<file path="src/serial_irq_pkg.sv">
package serial_irq_pkg;

  localparam int unsigned ADDR_W     = 8;
  localparam int unsigned DATA_W     = 8;
  localparam int unsigned NUM_CH     = 4;
  localparam int unsigned NUM_FLAGS  = 8;

  // register offsets
  localparam logic [7:0] OFS_ENABLE_PAIR0 = 8'h01;
  localparam logic [7:0] OFS_FLAGS_PAIR0  = 8'h03;
  localparam logic [7:0] OFS_ENABLE_PAIR1 = 8'h06;
  localparam logic [7:0] OFS_FLAGS_PAIR1  = 8'h07;
  localparam logic [7:0] OFS_EVENT_STATUS = 8'h08;
  localparam logic [7:0] OFS_EVENT_MASK   = 8'h09;

  // field positions inside a channel pair nibble
  localparam int unsigned BIT_ASYNC_RX = 0;
  localparam int unsigned BIT_ASYNC_TX = 1;
  localparam int unsigned BIT_I2C_RX   = 2;
  localparam int unsigned BIT_I2C_TX   = 3;
  localparam int unsigned PAIR_BITS    = 4;

  // values after reset
  localparam logic [3:0] RST_FLAGS_NIBBLE  = 4'hA;
  localparam logic [3:0] RST_ENABLE_NIBBLE = 4'h0;
  localparam logic [3:0] RST_UNUSED_NIBBLE = 4'h0;
  localparam logic [7:0] RST_EVENT_STATUS  = 8'h00;
  localparam logic [7:0] RST_EVENT_MASK    = 8'h00;
  localparam logic [7:0] RST_RDATA         = 8'h00;
  localparam logic [3:0] RST_TX_EMPTY      = 4'hF;
  localparam logic [3:0] RST_ERR_CLEAR     = 4'h0;

endpackage

</file>
<file path="src/serial_irq_flag_enable.sv">
// The strobed register port and the placing of the registers were decided locally.
`timescale 1ns/1ps
`default_nettype none

module serial_irq_flag_enable
  import serial_irq_pkg::*;
(
  input  wire logic              clk,
  input  wire logic              sys_rst,
  input  wire logic [ADDR_W-1:0] addr,
  input  wire logic [DATA_W-1:0] wdata,
  input  wire logic              wr_stb,
  input  wire logic              rd_stb,
  output logic      [DATA_W-1:0] rdata,
  input  wire logic [NUM_CH-1:0] tx_empty,
  input  wire logic [NUM_CH-1:0] rx_done,
  input  wire logic [NUM_CH-1:0] rx_buf_read,
  input  wire logic [NUM_CH-1:0] tx_buf_write,
  output logic [NUM_CH-1:0]      rx_err_clear,
  output logic [NUM_FLAGS-1:0]   irq_req,
  output logic                   irq
);

  // channel index: 0 async0, 1 i2c0, 2 async1, 3 i2c1
  function automatic int unsigned rx_bit(input int unsigned ch);
    return (ch / 2) * PAIR_BITS + ((ch % 2 == 1) ? BIT_I2C_RX : BIT_ASYNC_RX);
  endfunction

  function automatic int unsigned tx_bit(input int unsigned ch);
    return (ch / 2) * PAIR_BITS + ((ch % 2 == 1) ? BIT_I2C_TX : BIT_ASYNC_TX);
  endfunction

  function automatic logic hit(input logic [ADDR_W-1:0] a, input logic [7:0] ofs);
    return a == ofs[ADDR_W-1:0];
  endfunction

  // flag storage
  logic [NUM_FLAGS-1:0] flags_q;
  logic [NUM_FLAGS-1:0] flags_d;
  logic [NUM_FLAGS-1:0] flag_base;
  logic [NUM_FLAGS-1:0] flag_set;
  logic [NUM_FLAGS-1:0] flag_clr;
  logic [3:0]           flags_hi_q;
  logic [3:0]           flags_hi_d;

  // enable storage
  logic [NUM_FLAGS-1:0] enable_q;
  logic [NUM_FLAGS-1:0] enable_d;
  logic [3:0]           enable_hi_q;
  logic [3:0]           enable_hi_d;

  // event status and mask
  logic [7:0]           status_q;
  logic [7:0]           status_d;
  logic [7:0]           mask_q;
  logic [7:0]           mask_d;

  // read data
  logic [DATA_W-1:0]    rdata_q;
  logic [DATA_W-1:0]    rdata_d;

  // input history
  logic [NUM_CH-1:0]    tx_empty_q;
  logic [NUM_CH-1:0]    tx_empty_d;
  logic [NUM_CH-1:0]    err_clear_q;
  logic [NUM_CH-1:0]    err_clear_d;

  // register access decode
  logic                 wr_flags0;
  logic                 wr_flags1;
  logic                 wr_enable0;
  logic                 wr_enable1;
  logic                 wr_mask;
  logic                 rd_status;

  // named flag views
  logic                 async_ch0_rx_flag;
  logic                 async_ch0_tx_flag;
  logic                 i2c_ch0_rx_flag;
  logic                 i2c_ch0_tx_flag;
  logic                 async_ch1_rx_flag;
  logic                 async_ch1_tx_flag;
  logic                 i2c_ch1_rx_flag;
  logic                 i2c_ch1_tx_flag;

  // named enable views
  logic                 async_ch0_rx_enable;
  logic                 async_ch0_tx_enable;
  logic                 i2c_ch0_rx_enable;
  logic                 i2c_ch0_tx_enable;
  logic                 async_ch1_rx_enable;
  logic                 async_ch1_tx_enable;
  logic                 i2c_ch1_rx_enable;
  logic                 i2c_ch1_tx_enable;

  // per-channel requests
  logic                 async_ch0_rx_req;
  logic                 async_ch0_tx_req;
  logic                 i2c_ch0_rx_req;
  logic                 i2c_ch0_tx_req;
  logic                 async_ch1_rx_req;
  logic                 async_ch1_tx_req;
  logic                 i2c_ch1_rx_req;
  logic                 i2c_ch1_tx_req;

  assign wr_flags0  = wr_stb & hit(addr, OFS_FLAGS_PAIR0);
  assign wr_flags1  = wr_stb & hit(addr, OFS_FLAGS_PAIR1);
  assign wr_enable0 = wr_stb & hit(addr, OFS_ENABLE_PAIR0);
  assign wr_enable1 = wr_stb & hit(addr, OFS_ENABLE_PAIR1);
  assign wr_mask    = wr_stb & hit(addr, OFS_EVENT_MASK);
  assign rd_status  = rd_stb & hit(addr, OFS_EVENT_STATUS);

  // hardware set and clear terms per flag
  always_comb begin
    flag_set = '0;
    flag_clr = '0;
    for (int unsigned c = 0; c < NUM_CH; c++) begin
      flag_set[rx_bit(c)] = rx_done[c];
      flag_set[tx_bit(c)] = tx_empty[c] & ~tx_empty_q[c];
      flag_clr[rx_bit(c)] = rx_buf_read[c];
      flag_clr[tx_bit(c)] = tx_buf_write[c];
    end
  end

  // flag group: software load, then hardware clears, then hardware sets
  always_comb begin
    flag_base  = flags_q;
    flags_hi_d = flags_hi_q;
    if (wr_flags0) begin
      flag_base[PAIR_BITS-1:0] = wdata[3:0];
    end
    if (wr_flags1) begin
      flag_base[NUM_FLAGS-1:PAIR_BITS] = wdata[3:0];
      flags_hi_d                       = wdata[7:4];
    end
    // a set in the same cycle as a clear wins
    flags_d = (flag_base & ~flag_clr) | flag_set;
  end

  always_ff @(posedge clk) begin
    if (sys_rst) begin
      flags_q    <= {RST_FLAGS_NIBBLE, RST_FLAGS_NIBBLE};
      flags_hi_q <= RST_UNUSED_NIBBLE;
    end else begin
      flags_q    <= flags_d;
      flags_hi_q <= flags_hi_d;
    end
  end

  // enable group
  always_comb begin
    enable_d    = enable_q;
    enable_hi_d = enable_hi_q;
    if (wr_enable0) begin
      enable_d[PAIR_BITS-1:0] = wdata[3:0];
    end
    if (wr_enable1) begin
      enable_d[NUM_FLAGS-1:PAIR_BITS] = wdata[3:0];
      enable_hi_d                     = wdata[7:4];
    end
  end

  always_ff @(posedge clk) begin
    if (sys_rst) begin
      enable_q    <= {RST_ENABLE_NIBBLE, RST_ENABLE_NIBBLE};
      enable_hi_q <= RST_UNUSED_NIBBLE;
    end else begin
      enable_q    <= enable_d;
      enable_hi_q <= enable_hi_d;
    end
  end

  // event group: sticky status cleared by its read, and its mask
  always_comb begin
    status_d = status_q;
    mask_d   = mask_q;
    if (rd_status) begin
      status_d = '0;
    end
    if (wr_mask) begin
      mask_d = wdata;
    end
    // an event in the cycle of the clearing read is kept
    status_d = status_d | flag_set;
  end

  always_ff @(posedge clk) begin
    if (sys_rst) begin
      status_q <= RST_EVENT_STATUS;
      mask_q   <= RST_EVENT_MASK;
    end else begin
      status_q <= status_d;
      mask_q   <= mask_d;
    end
  end

  // read data, one cycle after the strobe
  always_comb begin
    rdata_d = '0;
    if (rd_stb) begin
      case (addr)
        OFS_ENABLE_PAIR0[ADDR_W-1:0]: begin
          rdata_d = {4'h0, enable_q[PAIR_BITS-1:0]};
        end
        OFS_FLAGS_PAIR0[ADDR_W-1:0]: begin
          rdata_d = {4'h0, flags_q[PAIR_BITS-1:0]};
        end
        OFS_ENABLE_PAIR1[ADDR_W-1:0]: begin
          rdata_d = {enable_hi_q, enable_q[NUM_FLAGS-1:PAIR_BITS]};
        end
        OFS_FLAGS_PAIR1[ADDR_W-1:0]: begin
          rdata_d = {flags_hi_q, flags_q[NUM_FLAGS-1:PAIR_BITS]};
        end
        OFS_EVENT_STATUS[ADDR_W-1:0]: begin
          rdata_d = status_q;
        end
        OFS_EVENT_MASK[ADDR_W-1:0]: begin
          rdata_d = mask_q;
        end
        default: begin
          rdata_d = '0;
        end
      endcase
    end
  end

  always_ff @(posedge clk) begin
    if (sys_rst) begin
      rdata_q <= RST_RDATA;
    end else begin
      rdata_q <= rdata_d;
    end
  end

  // history group: tx empty level for edge detection, rx error clear pulse
  always_comb begin
    tx_empty_d  = tx_empty;
    err_clear_d = rx_buf_read;
  end

  always_ff @(posedge clk) begin
    if (sys_rst) begin
      tx_empty_q  <= RST_TX_EMPTY;
      err_clear_q <= RST_ERR_CLEAR;
    end else begin
      tx_empty_q  <= tx_empty_d;
      err_clear_q <= err_clear_d;
    end
  end

  // flag views, pair0 nibble then pair1 nibble
  assign async_ch0_rx_flag   = flags_q[BIT_ASYNC_RX];
  assign async_ch0_tx_flag   = flags_q[BIT_ASYNC_TX];
  assign i2c_ch0_rx_flag     = flags_q[BIT_I2C_RX];
  assign i2c_ch0_tx_flag     = flags_q[BIT_I2C_TX];
  assign async_ch1_rx_flag   = flags_q[PAIR_BITS + BIT_ASYNC_RX];
  assign async_ch1_tx_flag   = flags_q[PAIR_BITS + BIT_ASYNC_TX];
  assign i2c_ch1_rx_flag     = flags_q[PAIR_BITS + BIT_I2C_RX];
  assign i2c_ch1_tx_flag     = flags_q[PAIR_BITS + BIT_I2C_TX];

  // enable views, pair0 nibble then pair1 nibble
  assign async_ch0_rx_enable = enable_q[BIT_ASYNC_RX];
  assign async_ch0_tx_enable = enable_q[BIT_ASYNC_TX];
  assign i2c_ch0_rx_enable   = enable_q[BIT_I2C_RX];
  assign i2c_ch0_tx_enable   = enable_q[BIT_I2C_TX];
  assign async_ch1_rx_enable = enable_q[PAIR_BITS + BIT_ASYNC_RX];
  assign async_ch1_tx_enable = enable_q[PAIR_BITS + BIT_ASYNC_TX];
  assign i2c_ch1_rx_enable   = enable_q[PAIR_BITS + BIT_I2C_RX];
  assign i2c_ch1_tx_enable   = enable_q[PAIR_BITS + BIT_I2C_TX];

  // a channel requests only while its flag and its enable are both set
  assign async_ch0_rx_req    = async_ch0_rx_flag & async_ch0_rx_enable;
  assign async_ch0_tx_req    = async_ch0_tx_flag & async_ch0_tx_enable;
  assign i2c_ch0_rx_req      = i2c_ch0_rx_flag & i2c_ch0_rx_enable;
  assign i2c_ch0_tx_req      = i2c_ch0_tx_flag & i2c_ch0_tx_enable;
  assign async_ch1_rx_req    = async_ch1_rx_flag & async_ch1_rx_enable;
  assign async_ch1_tx_req    = async_ch1_tx_flag & async_ch1_tx_enable;
  assign i2c_ch1_rx_req      = i2c_ch1_rx_flag & i2c_ch1_rx_enable;
  assign i2c_ch1_tx_req      = i2c_ch1_tx_flag & i2c_ch1_tx_enable;

  assign irq_req = {i2c_ch1_tx_req, i2c_ch1_rx_req, async_ch1_tx_req, async_ch1_rx_req,
                    i2c_ch0_tx_req, i2c_ch0_rx_req, async_ch0_tx_req, async_ch0_rx_req};

  // level interrupt from unmasked sticky status
  assign irq = |(status_q & mask_q);

  // registered outputs
  assign rdata        = rdata_q;
  assign rx_err_clear = err_clear_q;

endmodule

`default_nettype wire

</file>
<file path="config.mk">
export PLATFORM = sky130hd
export DESIGN_NAME = serial_irq_flag_enable
export DESIGN_NICKNAME = d
export VERILOG_FILES = /design/src/serial_irq_pkg.sv /design/src/serial_irq_flag_enable.sv
export SDC_FILE = /design/constraint.sdc
export NUM_CORES = 1
export LEC_CHECK = 0
export ABC_CLOCK_PERIOD_IN_PS = 4500
export BUFFER_PORTS_ARGS = -buffer_cell sky130_fd_sc_hd__buf_2
export CAP_MARGIN = 40
export CORE_AREA = 2 2 82 84
export CTS_BUF_LIST = sky130_fd_sc_hd__clkbuf_16
export DETAILED_ROUTE_END_ITERATION = 6
export DIE_AREA = 0 0 84 86
export MAX_ROUTING_LAYER = met4
export PLACE_DENSITY_LB_ADDON = 0.1
export RECOVER_POWER = 100
export SLEW_MARGIN = 20
export SYNTH_ARGS = -nofsm -noshare
export SYNTH_HDL_FRONTEND = slang
export SYNTH_SLANG_ARGS = --single-unit
</file>
<file path="constraint.sdc">
create_clock -name clk -period 4.5 [get_ports clk]
set_input_delay 0.675 -clock clk [delete_from_list [all_inputs] [get_ports clk]]
set_output_delay 0.675 -clock clk [all_outputs]
set_load 0.05 [all_outputs]
</file>
==> reports/results.txt, run 1 <==
The run gives 350 as the number of nets in the final layout. The via count of the first global-routing pass is 1963. By area, the combinational part of the netlist is dominated by simple AND/OR/NAND/NOR gates.

The worst hold path begins at mask_q[6]. The total power density per cell area works out to 339 nW/um2. Sequential cells were found to cover 45.8% of the synthesized design area. The HPWL after detailed placement is 4670 um. After Yosys synthesis, and, or, nand and nor cells account for 23.8% of the synthesized area. Leaving out fill and tap cells, the most frequent cells in the layout are dfxtp_1, buf_2, nor2_1. In this run the static leakage power is 1.08 nW. Yosys mapped a number of flops with a built-in enable equal to 0. Data on the critical path arrives at its endpoint at 2.67 ns. The chip width was 84 um.

The tree is rooted in a clkbuf_16. The first-pass GRT wire length was 9970 um; the transition at the pin with the smallest max-transition slack was 0.947 ns. The switching share of power is 23.1%. For the sum of negative setup slack, the log shows 0 ns. The tools report the number of gates resized after CTS as 0. For the final database, setup skew stands at 0.00335 ns. During I/O placement, the number of pins put on the boundary was 57. Entering global routing, the biggest net connects 37 pins.

The clock reaches the later pin of the worst-skew pair after 0.28 ns. Of all flip-flops after synthesis, the portion carrying an async set or reset was 0%. Timing would allow up to 401 MHz. The post-synthesis compound-gate area fraction came out at 15.0%. The worst supply voltage drop on vdd came out at 0.143 mV.

The tools report the nature of the critical path startpoint as an input pin. The number of endpoints with negative hold slack in the final report was 0. The pre-antenna-repair detailed-routing pass consisted of 4 iterations.

The fraction of layout cells with a size suffix above 1 was 16.2%. Once layout is complete, the cells apart from fillers number 392. The run gives 45.4% as the final core area utilization.

The type of the worst min-delay path was reg2reg. Of the total power, combinational logic draws 8.2%. The synthesized netlist contains 33 unique library cells.

The clock period minus worst slack was 2.50 ns; the remaining antenna violation count was 0. The number of flip-flops and latches in the synthesized netlist was 56. STA classifies the critical path endpoint as a register. The internal reg-to-reg setup slack is 3.49 ns. Average cell area after synthesis: 9.06 um2.

The longest clock path from root to sink contains 2 buffers. The tools report the post-synthesis net count as 306. Number of buffers added to fix hold violations after cts: 0. Per report_power, the clock group accounts for 38.1% of the total. The logs give 6340 um for the final routed wirelength across all metal layers and 2078 for the number of vias in the routed layout.

Start point of the critical path: addr[5]. The library cell used most frequently in the layout, excluding fill and tap cells, is dfxtp_1. The storage element area is 1120 um2. In this run the tightest slew margin relative to its limit is 36.4%. Summed over its instances, the top area cell type makes up 45.8% of the synthesized netlist area. Row generation in the floorplan step produced 29 rows.

For this block, the initial DRC count from the detailed router was 155. Once placement finished, the instance area stood at 2750 um2. The total power was 0.966 mW; the total CTS buffers was 5. The share of the clock period used by the worst path works out to 55.5%. Data on the critical path is required at its endpoint by 4.67 ns. The core area is 6280 um2, and the proportion of synthesized area in mux cells is 10.0%. The number of setup buffers added after CTS is 0. Clock-pin slew was measured on the worst setup and hold paths at 0.07 ns. In this run, placement finished with an instance count of 384. The number of buffer cells added on primary ports is 56, and the count of clock tree sinks is 56. The netlist area before placement is 2450 um2.

After technology mapping, the gate count stands at 270. Registers are responsible for 53.7% of the overall power. The multi-input combinational cells in the finished layout cover a total of 1190 um2. The top fanout value on the critical path is 7.

For this run, the leading register cell type out of synthesis is dfxtp_1. The number of antenna diodes in the final layout is 0. Setup violations remaining at the end of the flow were counted as 0. In the routed design, unresolved DRC markers number 0.

The y dimension of the die came out at 86 um. TritonCTS built the clock tree. Setup repair after global routing left no endpoint under its margin. The total global routing overflow is 0, and the layout filler cell count is 657. Sorting the synthesized cells by area gives the leading types as dfxtp_1, mux2i_1, a21oi_1. Initial antenna violation count: 0. In the final routed layout, each cell accounts on average for 16.2 um. Type of the worst setup path: in2reg. In the global route stage, overall resource usage came out at 18.1%.

The routability congestion estimate from global placement is 0.809, and the internal power is 0.743 mW. Once the floorplan was initialized, standard cells occupied 39.0% of the core. The flow ran to the end, and the final reports show no timing, DRC or antenna violations. After detailed routing, the number of vias per cell comes to 5.30. The cell type with the largest total area after synthesis is dfxtp_1. From synthesis to final layout, the design area changed by 16.4%. The logs give 0 for the max-slew violation count and 7220 um2 for the area of the die. The analysis attributes to net switching a power of 0.223 mW. Once layout is done, the placed cells without fillers occupy 2850 um2. Of the total synthesized cell area, the portion taken by full adders, half adders and majority gates is 0%.

The tools report the startpoint of the lowest-slack register-to-register path as mask_q[2]. The synthesized netlist devotes 0% of its cell area to XOR and XNOR gates. Across the run, the number of max-cap violations was 0. For this run, the number of Yosys warnings is 0. The level count of the clock H-tree was 2.
cells by family (layout without fill, tap and decap cells):
kind of cell | after synthesis | count (layout)
buffers and inverters | 26 | 71
DFF | 56 | 56
muxes | 24 | 24
AOI/OAI and AO/OA | 54 | 54
and+or+nand+nor | 110 | 110
cell type report:
type | count | area share, %
repair buffers | 60 | 10.0
flip-flops and latches | 56 | 39.4
clock inverters | 3 | 0.483
well taps | 77 | 3.38
inverters | 3 | 0.395
clock buffers | 5 | 4.39
multi-input cells | 188 | 42.0
path summary, 6_finish.rpt:
| path | to | cells after the start |
|---|---|---|
| setup / recovery | flags_q[0] | 5 |
| hold / removal | mask_q[6] | 2 |
| setup reg to reg | rdata[2] | 2 |
| hold reg to reg | mask_q[6] | 2 |
critical path, stage by stage:
cell and delay (ns):
clkbuf_1 0.09, or4_1 0.67, nor3_1 0.82, nor4b_1 0.10, a221o_1 0.30
synthesized netlist by cell type (2+ instances only):
| library cell | count |
|---|---|
| a21oi_1 | 25 |
| a221o_1 | 8 |
| a22o_1 | 7 |
| a22oi_1 | 5 |
| a32oi_1 | 3 |
| and2_1 | 8 |
| and4_1 | 3 |
| buf_2 | 4 |
| buf_4 | 8 |
| clkbuf_1 | 11 |
| dfxtp_1 | 56 |
| inv_1 | 3 |
| mux2_2 | 4 |
| mux2i_1 | 20 |
| nand2_1 | 19 |
| nand2b_1 | 3 |
| nand3_1 | 12 |
| nand4_1 | 4 |
| nor2_1 | 31 |
| nor2b_1 | 9 |
| nor3b_1 | 5 |
| nor4b_1 | 4 |
| o21ai_0 | 4 |
| or2_2 | 4 |
| or4_1 | 2 |
per-stage QoR:
step / hold slack (ns) / setup WS (ns)
floorplan: 0.443 / 2.26
global placement: 0.460 / 1.93
detailed placement: 0.460 / 1.97
CTS: 0.475 / 2.27
global route: 0.491 / 1.85
finish: 0.473 / 2.00
per-layer routing:
metal / share of wire (%) / vias to the layer above / track usage, %
met4: 0.69 / 0 / 5.43
met2: 46 / 66 / 28.4
met5: 0 / - / -
met3: 4.6 / 4 / 3.56
met1: 48 / 962 / 23.7
li1: - / 1046 / -
flip-flops by register name (all words and copies together) (netlist names):
register / count
mask_q: 8
tx_empty_q: 4
status_q: 8
rdata: 8
enable_hi_q: 4
flags_q: 8
flags_hi_q: 4
rx_err_clear: 4
enable_q: 8
power by group through the flow:
stage          sequential [mW]  clock [mW]  combinational, mW
2_1_floorplan            0.534           0             0.0376
3_3_place_gp             0.530           0             0.0784
3_5_place_dp             0.530           0             0.0809
4_1_cts                  0.518       0.381             0.0814
5_1_grt                  0.520       0.398             0.0878
6_report                 0.519       0.368             0.0794
Power figures use the tool's default switching activity.
==> inputs of run 2 (changes only) <==
--- a/config.mk
+++ b/config.mk
@@ -5,7 +5,7 @@
 export SDC_FILE = /design/constraint.sdc
 export NUM_CORES = 1
 export LEC_CHECK = 0
-export ABC_CLOCK_PERIOD_IN_PS = 4500
+export ABC_CLOCK_PERIOD_IN_PS = 2370
 export BUFFER_PORTS_ARGS = -buffer_cell sky130_fd_sc_hd__buf_2
 export CAP_MARGIN = 40
 export CORE_AREA = 2 2 82 84
==> constraint.sdc (replaced) <==
create_clock -name clk -period 2.37 [get_ports clk]
set_input_delay 0.3555 -clock clk [delete_from_list [all_inputs] [get_ports clk]]
set_output_delay 0.3555 -clock clk [all_outputs]
set_load 0.05 [all_outputs]
==> reports/results.txt, run 2 (synthesis results as in run 1) <==
The root buffer selected by CTS is clkbuf_16. For the starting density of the core, the log shows 39.0%. In this run the most critical hold path is launched from tx_buf_write[3]. The run gives 7220 um2 as the area of the die. The library cell used most frequently in the layout, excluding fill and tap cells, is dfxtp_1. For this design, the slowest cell found on the critical path is and3b_1. The count of max-cap constraint violations came out at 0.

The count of clock tree sinks came out at 56. The startpoint identified for the worst register-to-register timing path is mask_q[1]. For this design the static power due to leakage is 1.10 nW.

The congestion estimate from routability-driven global placement came to 0.850. The tools report the total global routing overflow as 0. For this run, the post-layout net count is 358.

The logs give 392 for the number of cells in the design after placement and 0 for the count of inserted antenna diode cells. Setup repair after global routing left no endpoint under its margin. The type of the worst setup path is in2reg. The logs give 6280 um2 for the core area and 0 for the final-report setup violation count. The type of the worst min-delay path was in2reg. For this run, the total global-route usage over all layers was measured as 18.5%. STA classifies the critical path endpoint as a register.

The transition at the pin with the smallest max-transition slack was 1.01 ns; the detail-routed net length per standard cell was 15.8 um. Dividing total power by cell area gives a power density of 642 nW/um2. For the maximum number of pins on one net before global-route repair, the log shows 32.

The number of endpoints with negative hold slack in the final report was 0; the first-pass GRT wire length was 10400 um. The max-slew violation count was 0. The smallest clock period supported by the final layout is computed as 1.94 ns.

Buffers placed on the I/O ports in this run total 56. The data arrival time of the worst path is 2.11 ns. The nature of the critical path startpoint was an input pin. For the sum of negative setup slack, the log shows 0 ns.

Once the clock tree was built, the setup fixing pass inserted 0 buffers. Clock-pin slew on the worst setup and hold paths: 0.07 ns. The count of cells in the finished layout, fillers not included, comes to 400. After layout, the worst path uses 81.6% of the clock period. In this run the tightest slew margin relative to its limit is 32.7%.

The data required time of the critical path is 2.54 ns. In this run the remaining antenna-violating nets after routing total 0. The pre-antenna-repair detailed-routing pass consisted of 4 iterations.

Static timing analysis puts the maximum clock frequency at 517 MHz. The final route contains 2107 vias. The H-tree generated during clock tree synthesis spans 2 levels. Across the VDD grid, the largest voltage drop is 0.457 mV. The y dimension of the die works out to 86 um. The die is 84 um wide. The number of remaining DRC errors is 0, and the initial antenna violation count is 0. The fraction of layout cells with a size suffix above 1 is 17.0%, and the maximum clock skew at final layout is 0.00653 ns. Traced cell by cell, the critical path runs through clkbuf_1, and3b_1, and4_1, clkbuf_1, mux2i_1, nor2_1. The run gives 29 as the standard-cell row count. Summed over all nets, the half-perimeter wirelength after detailed placement is 4730 um. The peak per-stage delay on the critical path is 0.49 ns. The via count of the first global-routing pass is 2070. The top cell types in the final layout, fill and taps aside, are dfxtp_1, nor2_1, buf_2.

The clock passes through at most 2 buffers. Among the stages of the critical path, the cell type that occurs most often is clkbuf_1. Using the TritonRoute via totals, the vias-per-cell ratio works out to 5.27. Gates resized during post-CTS repair numbered 0.

The clock latency of the later-clocked register in the worst-skew pair was 0.29 ns. The flow ran to the end, and the final reports show no timing, DRC or antenna violations. For this design the top-level I/O count stands at 57. Hold repair after CTS inserted 0 buffers. After detailed routing, the total wire length is 6310 um. TritonCTS built the clock tree.

In this run, CTS created clock tree buffers numbering 5. The first routing iteration left 118 violations. The top fanout value on the critical path was 11; the area growth from synthesis to layout was 17.9%. Tracing the worst setup path back leads to its startpoint at addr[3].
[run 2: metal layers]
layer / global-route usage, % / wire length, um
met3: 3.37 / 299
met2: 30.4 / 2900
met1: 24.3 / 3090
met4: 3.37 / 31
met5: - / 0
[run 2: final timing paths]
path / endpoint / slack (ns) / cells past startpoint
setup / recovery: enable_hi_q[1] / 0.43 / 6
hold / removal: flags_q[7] / 0.25 / 2
setup reg to reg: rdata[1] / 1.35 / 2
hold reg to reg: mask_q[4] / 0.47 / 2
[run 2: final cells by class]
class                   count  area, um2
multi-input cells         188       1190
fillers                   652       3390
clock inverters             3       20.0
repair buffers             68        324
inverters                   3       11.3
flip-flops and latches     56       1120
clock buffers               5        125
well taps                  77       96.3
[run 2: worst max-delay path, delay by kind of cell]
family	cells	cell delay, ns
AND/OR/NAND/NOR	3	0.88
multiplexers	1	0.25
buffers and inverters	2	0.61
[run 2: power by group]
part	internal (mW)	total [mW]	switching, mW
Sequential	0.967	0.984	0.0164
Combinational	0.0600	0.151	0.0912
Clock	0.390	0.719	0.329
Total	1.42	1.85	0.437
[run 2: per-stage QoR]
step           hold slack, ns  instance area [um2]  worst slack (ns)  util, %  total power [mW]
6_report                0.252                 2890             0.435     46.0              1.85
5_1_grt                 0.266                 2890             0.267     46.0              1.93
4_1_cts                 0.249                 2940             0.555     46.8              1.88
3_5_place_dp            0.465                 2800             0.258     44.5              1.16
3_3_place_gp            0.457                 2790             0.287     44.5              1.16
2_1_floorplan           0.443                 2450             0.445        -              1.08
